--- src/include/dfm_pkg.sv ---
package dfm_pkg;

	localparam int CLK_HZ = 100_000_000;

	// Times in engineering units, and the cycle counts derived from them.
	localparam int WDOG_MS       = 10;
	localparam int LOWBUS_MS     = 50;
	localparam int CFG_HOLD_S    = 10;
	localparam int LAMP_MS       = 900;
	localparam int ENA_MAX_HZ    = 10;
	localparam int WDOG_CYC_DEF   = WDOG_MS * (CLK_HZ / 1000);
	localparam int LOWBUS_CYC_DEF = LOWBUS_MS * (CLK_HZ / 1000);
	localparam int CFG_CYC_DEF    = CFG_HOLD_S * CLK_HZ;
	localparam int LAMP_CYC_DEF   = LAMP_MS * (CLK_HZ / 1000);
	localparam int ENA_CYC_DEF    = CLK_HZ / ENA_MAX_HZ;

	localparam logic [9:0] BUS_HIGH_V = 10'h1b8;
	localparam logic [9:0] BUS_LOW_V  = 10'h060;

	// Following error limit default: 0.2 rev at 8192 counts per rev.
	localparam logic [15:0] FERR_LIMIT_DEF = 16'h0666;

	localparam int NFAULT = 15;

	// Latch bit positions, highest priority at bit 0.
	localparam int F_FLASH  = 0;
	localparam int F_WDOG   = 1;
	localparam int F_POST   = 2;
	localparam int F_NVM    = 3;
	localparam int F_CFG    = 4;
	localparam int F_PWRMOD = 5;
	localparam int F_BUSHI  = 6;
	localparam int F_BUSLO  = 7;
	localparam int F_ENCST  = 8;
	localparam int F_ENCLN  = 9;
	localparam int F_MOTTH  = 10;
	localparam int F_SHUNT  = 11;
	localparam int F_OVSPD  = 12;
	localparam int F_FERR   = 13;
	localparam int F_TRAVEL = 14;

	localparam logic [NFAULT-1:0] RESETTABLE_MASK = 15'h3cea;
	localparam logic [NFAULT-1:0] BRIDGE_MASK     = 15'h3fff;
	localparam logic [NFAULT-1:0] VEC_ZERO        = 15'h0000;

	typedef enum logic [3:0] {
		CODE_NONE   = 4'h0,
		CODE_FLASH  = 4'h1,
		CODE_WDOG   = 4'h2,
		CODE_POST   = 4'h3,
		CODE_NVM    = 4'h4,
		CODE_CFG    = 4'h5,
		CODE_PWRMOD = 4'h6,
		CODE_BUSHI  = 4'h7,
		CODE_BUSLO  = 4'h8,
		CODE_ENCST  = 4'h9,
		CODE_ENCLN  = 4'ha,
		CODE_MOTTH  = 4'hb,
		CODE_SHUNT  = 4'hc,
		CODE_OVSPD  = 4'hd,
		CODE_FERR   = 4'he,
		CODE_TRAVEL = 4'hf
	} dfm_code_t;

	localparam int NTMR = 5;
	localparam int T_WDOG = 0;
	localparam int T_LOWB = 1;
	localparam int T_CFGH = 2;
	localparam int T_LAMP = 3;
	localparam int T_ENA  = 4;

endpackage

--- src/include/dfm_tmr_if.sv ---
`timescale 1ns/1ps
interface dfm_tmr_if;
	logic run;
	logic done;
	modport owner (output run, input done);
	modport timer (input run, output done);
endinterface

--- src/verilog/dfm_fault_manager.sv ---
`timescale 1ns/1ps
// Overview of operation
// - Display only the highest-priority active fault.
// - Priority order flash down to travel limit.
// - Button or reset input clears resettable faults.
// - Encoder and self-test faults need power cycle.
// - Travel limit faults clear themselves automatically.
// - Travel limit fault keeps bridge enabled.
// - Checksum failure latches; only reprogramming clears.
// - Missed 10 ms kick resets, forces I/O off.
// - Self-test failure ignores every reset action.
// - Check nonvolatile memory at every power-up.
// - Module fault shows digit three.
// - Module presence mismatch at power-up faults.
// - Configuration clears by download or 10 s hold.
// - Power stage heat, current, supply loss fault.
// - Enable toggling above 10 Hz faults.
// - Bus above 440 V faults.
// - Bus below 96 V for 50 ms faults.
// - Equal complementary encoder lines fault.
// - Open motor thermal switch faults.
// - Speed above overspeed limit faults.
// - Following error limit, default 0.2 rev.
// - All segments lit under one second, bridge off.
module dfm_fault_manager
	import dfm_pkg::*;
#(
	parameter int WDOG_CYC   = WDOG_CYC_DEF,
	parameter int LOWBUS_CYC = LOWBUS_CYC_DEF,
	parameter int CFG_CYC    = CFG_CYC_DEF,
	parameter int LAMP_CYC   = LAMP_CYC_DEF,
	parameter int ENA_CYC    = ENA_CYC_DEF
) (
	input  wire logic              mclk,
	input  wire logic              sys_rst,
	input  wire logic              flashSumBad,
	input  wire logic              flashReprogDone,
	input  wire logic              wdogKick,
	input  wire logic              selfTestFail,
	input  wire logic              nvmCheckDone,
	input  wire logic              nvmBad,
	input  wire logic              modPresent,
	input  wire logic              modPresentPrev,
	input  wire logic              cfgDownloadOk,
	input  wire logic              stageOverTemp,
	input  wire logic              stageOverCurrent,
	input  wire logic              stageLogicLoss,
	input  wire logic              driveEnable,
	input  wire logic [9:0]        busVolts,
	input  wire logic [2:0]        encTrue,
	input  wire logic [2:0]        encComp,
	input  wire logic              encStateBad,
	input  wire logic              motorThermalOpen,
	input  wire logic              shuntOverload,
	input  wire logic [15:0]       motorSpeed,
	input  wire logic [15:0]       overspeedLimit,
	input  wire logic [15:0]       followError,
	input  wire logic              followLimitWrite,
	input  wire logic [15:0]       followLimitIn,
	input  wire logic              travelPos,
	input  wire logic              travelNeg,
	input  wire logic              resetButton,
	input  wire logic              resetInput,
	input  wire logic              moduleFault,
	output logic [NFAULT-1:0]      faultVec_reg,
	output dfm_code_t              faultCode_reg,
	output logic                   bridgeOff_reg,
	output logic                   segAllOn_reg,
	output logic                   showDigit3_reg,
	output logic                   hwReset_reg,
	output logic                   ioOff_reg,
	output logic [15:0]            followLimit_reg
);

	dfm_tmr_if tmr [NTMR] ();
	localparam int LIM [NTMR] = '{WDOG_CYC, LOWBUS_CYC, CFG_CYC, LAMP_CYC, ENA_CYC};

	for (genvar g = 0; g < NTMR; g++) begin : g_tmr
		dfm_timer #(.LIMIT(LIM[g])) u_tmr (
			.mclk    (mclk),
			.sys_rst (sys_rst),
			.tif     (tmr[g])
		);
	end

	function automatic dfm_code_t topCode(input logic [NFAULT-1:0] v);
		topCode = CODE_NONE;
		for (int i = NFAULT - 1; i >= 0; i--) begin
			if (v[i]) begin
				topCode = dfm_code_t'(4'(i + 1));
			end
		end
	endfunction

	logic              wdogDone_reg;
	logic              cfgDone_reg;
	logic              enable_reg;
	logic              enaSeen_reg;
	logic              startup_reg;
	logic              nvmChecked_reg;
	logic              wdogDone_next;
	logic              cfgDone_next;
	logic              enable_next;
	logic              enaSeen_next;
	logic              startup_next;
	logic              nvmChecked_next;
	logic [NFAULT-1:0] faultVec_next;
	logic [NFAULT-1:0] setVec;
	logic [NFAULT-1:0] clrVec;
	dfm_code_t         faultCode_next;
	logic              bridgeOff_next;
	logic              segAllOn_next;
	logic              showDigit3_next;
	logic              hwReset_next;
	logic              ioOff_next;
	logic [15:0]       followLimit_next;
	logic              resetReq;
	logic              enaRise;
	logic              wdogBite;
	logic              cfgHoldHit;

	// The watchdog counts only between kicks; the hold timer runs while the button is held.
	assign tmr[T_WDOG].run = !wdogKick;
	assign tmr[T_LOWB].run = busVolts < BUS_LOW_V;
	assign tmr[T_CFGH].run = resetButton;
	assign tmr[T_LAMP].run = 1'b1;
	assign tmr[T_ENA].run  = !enaRise;

	always_comb begin
		resetReq   = resetButton || resetInput;
		enaRise    = driveEnable && !enable_reg;
		wdogBite   = tmr[T_WDOG].done && !wdogDone_reg;
		cfgHoldHit = tmr[T_CFGH].done && !cfgDone_reg;

		setVec = VEC_ZERO;
		setVec[F_FLASH]  = flashSumBad;
		setVec[F_WDOG]   = wdogBite;
		setVec[F_POST]   = selfTestFail;
		setVec[F_NVM]    = nvmCheckDone && !nvmChecked_reg && nvmBad;
		setVec[F_CFG]    = startup_reg && (modPresentPrev != modPresent);
		// A second enable edge before the period timer expires means toggling too fast.
		setVec[F_PWRMOD] = stageOverTemp || stageOverCurrent || stageLogicLoss
			|| (enaRise && enaSeen_reg && !tmr[T_ENA].done);
		setVec[F_BUSHI]  = busVolts > BUS_HIGH_V;
		setVec[F_BUSLO]  = tmr[T_LOWB].done;
		setVec[F_ENCST]  = encStateBad;
		setVec[F_ENCLN]  = |(~(encTrue ^ encComp));
		setVec[F_MOTTH]  = motorThermalOpen;
		setVec[F_SHUNT]  = shuntOverload;
		setVec[F_OVSPD]  = motorSpeed > overspeedLimit;
		setVec[F_FERR]   = followError > followLimit_reg;

		// Power-cycle faults have no clear term at all; only sys_rst removes them.
		clrVec = resetReq ? RESETTABLE_MASK : VEC_ZERO;
		clrVec[F_FLASH] = flashReprogDone;
		clrVec[F_CFG]   = cfgDownloadOk || cfgHoldHit;

		// Set wins over clear so an event in the clearing cycle is not lost.
		faultVec_next = setVec | (faultVec_reg & ~clrVec);
		faultVec_next[F_TRAVEL] = travelPos || travelNeg;

		faultCode_next  = topCode(faultVec_next);
		segAllOn_next   = !tmr[T_LAMP].done;
		bridgeOff_next  = (|(faultVec_next & BRIDGE_MASK)) || segAllOn_next;
		showDigit3_next = moduleFault;
		hwReset_next    = wdogBite;
		ioOff_next      = faultVec_next[F_WDOG];

		followLimit_next = followLimitWrite ? followLimitIn : followLimit_reg;
		wdogDone_next    = tmr[T_WDOG].done;
		cfgDone_next     = tmr[T_CFGH].done;
		enable_next      = driveEnable;
		enaSeen_next     = enaSeen_reg || enaRise;
		startup_next     = 1'b0;
		nvmChecked_next  = nvmChecked_reg || nvmCheckDone;
	end

	always_ff @(posedge mclk or posedge sys_rst) begin
		if (sys_rst) begin
			faultVec_reg    <= VEC_ZERO;
			faultCode_reg   <= CODE_NONE;
			bridgeOff_reg   <= 1'b1;
			segAllOn_reg    <= 1'b1;
			showDigit3_reg  <= 1'b0;
			hwReset_reg     <= 1'b0;
			ioOff_reg       <= 1'b0;
			followLimit_reg <= FERR_LIMIT_DEF;
			wdogDone_reg    <= 1'b0;
			cfgDone_reg     <= 1'b0;
			enable_reg      <= 1'b0;
			enaSeen_reg     <= 1'b0;
			startup_reg     <= 1'b1;
			nvmChecked_reg  <= 1'b0;
		end else begin
			faultVec_reg    <= faultVec_next;
			faultCode_reg   <= faultCode_next;
			bridgeOff_reg   <= bridgeOff_next;
			segAllOn_reg    <= segAllOn_next;
			showDigit3_reg  <= showDigit3_next;
			hwReset_reg     <= hwReset_next;
			ioOff_reg       <= ioOff_next;
			followLimit_reg <= followLimit_next;
			wdogDone_reg    <= wdogDone_next;
			cfgDone_reg     <= cfgDone_next;
			enable_reg      <= enable_next;
			enaSeen_reg     <= enaSeen_next;
			startup_reg     <= startup_next;
			nvmChecked_reg  <= nvmChecked_next;
		end
	end
endmodule // dfm_fault_manager

--- src/verilog/dfm_timer.sv ---
`timescale 1ns/1ps
// Counts cycles while run is high; done is high once LIMIT cycles have passed, until run falls.
module dfm_timer #(
	parameter int LIMIT = 1
) (
	input  wire logic mclk,
	input  wire logic sys_rst,
	dfm_tmr_if.timer  tif
);
	logic [31:0] count_reg;
	logic [31:0] count_next;
	logic        done_reg;
	logic        done_next;

	always_comb begin
		count_next = count_reg;
		if (!tif.run) begin
			count_next = 32'h0;
		end else if (count_reg < 32'(LIMIT)) begin
			count_next = count_reg + 32'h1;
		end
		done_next = tif.run && (count_next >= 32'(LIMIT));
	end

	always_ff @(posedge mclk or posedge sys_rst) begin
		if (sys_rst) begin
			count_reg <= 32'h0;
			done_reg  <= 1'b0;
		end else begin
			count_reg <= count_next;
			done_reg  <= done_next;
		end
	end

	assign tif.done = done_reg;
endmodule // dfm_timer

--- config.mk ---
export PLATFORM = sky130hd
export DESIGN_NAME = dfm_fault_manager
export DESIGN_NICKNAME = d
export VERILOG_FILES = /design/src/include/dfm_pkg.sv /design/src/include/dfm_tmr_if.sv /design/src/verilog/dfm_fault_manager.sv /design/src/verilog/dfm_timer.sv
export SDC_FILE = /design/constraint.sdc
export NUM_CORES = 1
export LEC_CHECK = 0
export ABC_AREA = 1
export ABC_CLOCK_PERIOD_IN_PS = 12200
export BUFFER_PORTS_ARGS = -buffer_cell sky130_fd_sc_hd__buf_2
export CAP_MARGIN = 10
export CORE_AREA = 2 2 151 153
export CTS_CLUSTER_DIAMETER = 200
export DETAILED_ROUTE_END_ITERATION = 10
export DIE_AREA = 0 0 153 155
export PLACE_DENSITY_LB_ADDON = 0.05
export RECOVER_POWER = 25
export SLEW_MARGIN = 25
export SYNTH_ARGS = -nofsm -noshare
export SYNTH_HDL_FRONTEND = slang
export SYNTH_SLANG_ARGS = --single-unit
--- constraint.sdc ---
create_clock -name mclk -period 12.2 [get_ports mclk]
set_input_delay 0 -clock mclk [delete_from_list [all_inputs] [get_ports mclk]]
set_output_delay 0 -clock mclk [all_outputs]
set_load 0.03 [all_outputs]
==> impl_metrics.sql <==
INSERT INTO impl_metrics (metric_group, metric, value, unit) VALUES
('status', 'outcome', 'complete, but fails checks', ''),
('status', 'failed_checks', 'max-capacitance violations, max-slew violations', ''),
('place', 'numPortBuffers', '143', ''),
('sta', 'final_min_period_over_clock_period', '35.4', '%'),
('floorplan', 'fp.dieH', '155', 'um'),
('hold_path', 'min-delay-path-class', 'input port to flip-flop', ''),
('power_and_ir_drop', 'p_leak', '7.51', 'nW'),
('grt', 'grt_usage', '27.4', '%'),
('floorplan', 'floorplan.die.width', '153', 'um'),
('cts', 'clock-sinks', '210', ''),
('sta', 'fmax', '232', 'MHz'),
('power_and_ir_drop', 'vdd_ir_drop_max', '0.123', 'mV'),
('sta', 'setup_viol', '0', ''),
('synthesis', 'synth-compound-area-share', '7.26', '%'),
('cts', 'cts-htree-levels', '1', ''),
('grt', 'groute.layer.met3.usage', '3.90', '%'),
('worst_setup_path', 'crit_arrival', '3.90', 'ns'),
('grt', 'grt_antenna_before_repair', '0', ''),
('cells_and_area', 'finalNetCount', '2090', ''),
('sta', 'rsz0062_at_grt', 'false', ''),
('cts', 'cts-root-to-sink-buffers', '3', ''),
('grt', 'grt_overflow', '0', ''),
('cts', 'clock-root-buffer', 'clkbuf_16', ''),
('cts', 'cts_tree', 'built', ''),
('synthesis', 'yosys.area.top_type_share', '38.8', '%'),
('floorplan', 'dieArea', '23700', 'sq um'),
('sta', 'final.setup.tns', '0', 'ns'),
('synthesis', 'main_combinational_cell_family_by_area_after_synthesis', 'simple AND/OR/NAND/NOR gates', ''),
('floorplan', 'core', '22200', 'sq um'),
('cells_and_area', 'antennaDiodeCount', '0', ''),
('grt', 'grt_pass1_vias', '11700', ''),
('place', 'detailed_place.area', '13800', 'sq um'),
('synthesis', 'synth-warning-count', '0', ''),
('sta', 'maxSlewViolCount', '131', ''),
('run', 'max_cap_viol_count', '1', ''),
('floorplan', 'floorplan.initialDensity', '58.4', '%'),
('route', 'ant_nets_after_route', '0', ''),
('floorplan', 'num_io_pins', '144', ''),
('worst_setup_path', 'critPathLaunchType', 'input port', ''),
('grt', 'wire_length_of_the_first_global_routing_pass', '54.4', 'mm'),
('synthesis', 'syn_avg_cell_area', '7.37', 'sq um'),
('route', 'total_routed_wirelength', '32.0', 'mm'),
('route', 'drt_pre_antenna_iters', '5', ''),
('cells_and_area', 'largest_register_ffs', '160', ''),
('synthesis', 'synthAdderAreaFrac', '3.57', '%'),
('cells_and_area', 'nFillCells', '1824', ''),
('worst_setup_path', 'endpoint_kind', 'asynchronous set/reset pin', ''),
('worst_setup_path', 'critPathMaxFanout', '130', ''),
('synthesis', 'ys_seq_area_share', '40.6', '%'),
('synthesis', 'synth_top_area_cell', 'dfrtp_1', ''),
('sta', 'finalHoldViolations', '0', ''),
('synthesis', 'post_synth_mux_area_share', '0.0868', '%'),
('synthesis', 'synthCells', '1760', ''),
('sta', 'period_needed', '4.31', 'ns'),
('floorplan', 'num_rows', '55', ''),
('synthesis', 'net_count_synth', '1901', ''),
('grt', 'globalRoute.busiestLayer', 'met2', ''),
('route', 'drt_iter0_drc', '790', ''),
('cts', 'cts-buffers-inserted', '23', ''),
('worst_setup_path', 'critPathRequiredTime', '11.78', 'ns'),
('cts', 'clk_pin_slew_worst_paths', '0.06', 'ns'),
('synthesis', 'yosys.area_share.simple', '32.8', '%'),
('worst_setup_path', 'timing_worst_setup_path_type', 'input port to asynchronous set/reset pin', ''),
('synthesis', 'synth.cell_area', '13000', 'sq um'),
('cts', 'clock_latency', '0.51', 'ns'),
('route', 'route.detailed.wl_per_inst', '14.2', 'um'),
('place', 'gpl.final_weighted_congestion', '0.970', ''),
('sta', 'timing_worst_slew_pin_value', '5.66', 'ns'),
('cells_and_area', 'layout.cells.most_common', 'nand2_1', ''),
('grt', 'gr-usage-met2', '47.5', '%'),
('cells_and_area', 'layout-area-overhead-vs-synth', '17.8', '%');
-- worst paths after layout --
kind	slack, ns	cells past startpoint	end	startpoint
max reg2reg	9.00	12	faultCode_reg[0]	enable_reg
min reg2reg	0.38	0	g_tmr[3].u_tmr.count_reg[29]	g_tmr[3].u_tmr.count_reg[29]
max	7.89	3	hwReset_reg	sys_rst
max in group mclk	8.52	10	bridgeOff_reg	resetButton
min	0.02	2	followLimit_reg[2]	followLimitWrite
min in group asynchronous	1.79	3	g_tmr[0].u_tmr.count_reg[13]	sys_rst
-- Yosys cell counts (all sizes together) --
master	instances
dfrtp	201
o221a	1
o211ai	1
xor2	61
nand2	462
o2111ai	1
clkinv	3
a221oi	1
o32ai	1
o31ai	1
nand3	96
clkbuf	19
nor4	33
a31oi	2
nor3b	1
o21ai	82
nand4	53
o21bai	2
nand3b	3
ha	37
a21boi	2
buf	22
mux2	1
xnor2	17
a21oi	66
dfstp	9
a211oi	1
o21a	4
nor2	205
conb	1
nor3	75
a21o	2
and3	1
inv	288
or2	5
-- power by group --
| group | internal [W] | switching (W) | leakage [nW] | total [W] |
|---|---|---|---|---|
| Clock | 0.000503 | 0.000284 | 0.423 | 0.000787 |
| Combinational | 0.0000562 | 0.0000957 | 4.29 | 0.000152 |
| Sequential | 0.000714 | 0.0000117 | 2.80 | 0.000726 |
| Total | 0.00127 | 0.000391 | 7.51 | 0.00166 |
-- repair_timing --
action                                  in CTS  in global routing
endpoints found under the setup margin       0                  0
hold buffers                                60                  0
gates resized for setup                      0                  0
hold endpoints to repair                   193                  0
-- logic make-up after synthesis --
logic type,Yosys count
adder cells (fa/ha/maj),37
buffers and inverters,332
other,1
flip-flops,210
XOR/XNOR,78
AO/OA/AOI/OAI,167
AND/OR/NAND/NOR,934
multiplexers,1
-- layer usage --
metal  share of wire (%)  vias to the layer above  wire (um)
li1                    -                     5978          -
met1                  44                     5437      14100
met2                  48                      314      15300
met3                 4.6                       82       1480
met4                 3.6                        0       1150
met5                   0                        -          0
-- per-stage QoR --
stage	util [%]	setup WS, ns	total power (W)	hold slack (ns)	instances
2_1_floorplan	-	6.48	0.000821	0.0314	1760
3_3_place_gp	62.2	9.61	0.000867	0.108	2149
3_5_place_dp	62.2	9.61	0.000870	0.110	2149
4_1_cts	68.8	9.16	0.00168	0.00292	2250
5_1_grt	68.7	6.85	0.00173	0.0588	2250
6_report	68.7	7.89	0.00166	0.0227	2250
-- worst max-delay path, cell delays in order --
cell	delay [ns]
dlygate4sd3_1	0.53
buf_2	0.12
clkinvlp_2	3.12
-- layout make-up --
type                            count  area (sq um)  share of cell area (%)
Sequential cell                   210          5270                    34.5
Multi-Input combinational cell   1218          6350                    41.6
Tap cell                          285           357                    2.33
Inverter                          291          1100                    7.22
Clock buffer                       30           652                    4.27
Timing Repair Buffer              205          1330                    8.70
Clock inverter                     11           215                    1.41
(Power assumes the default switching activity.)
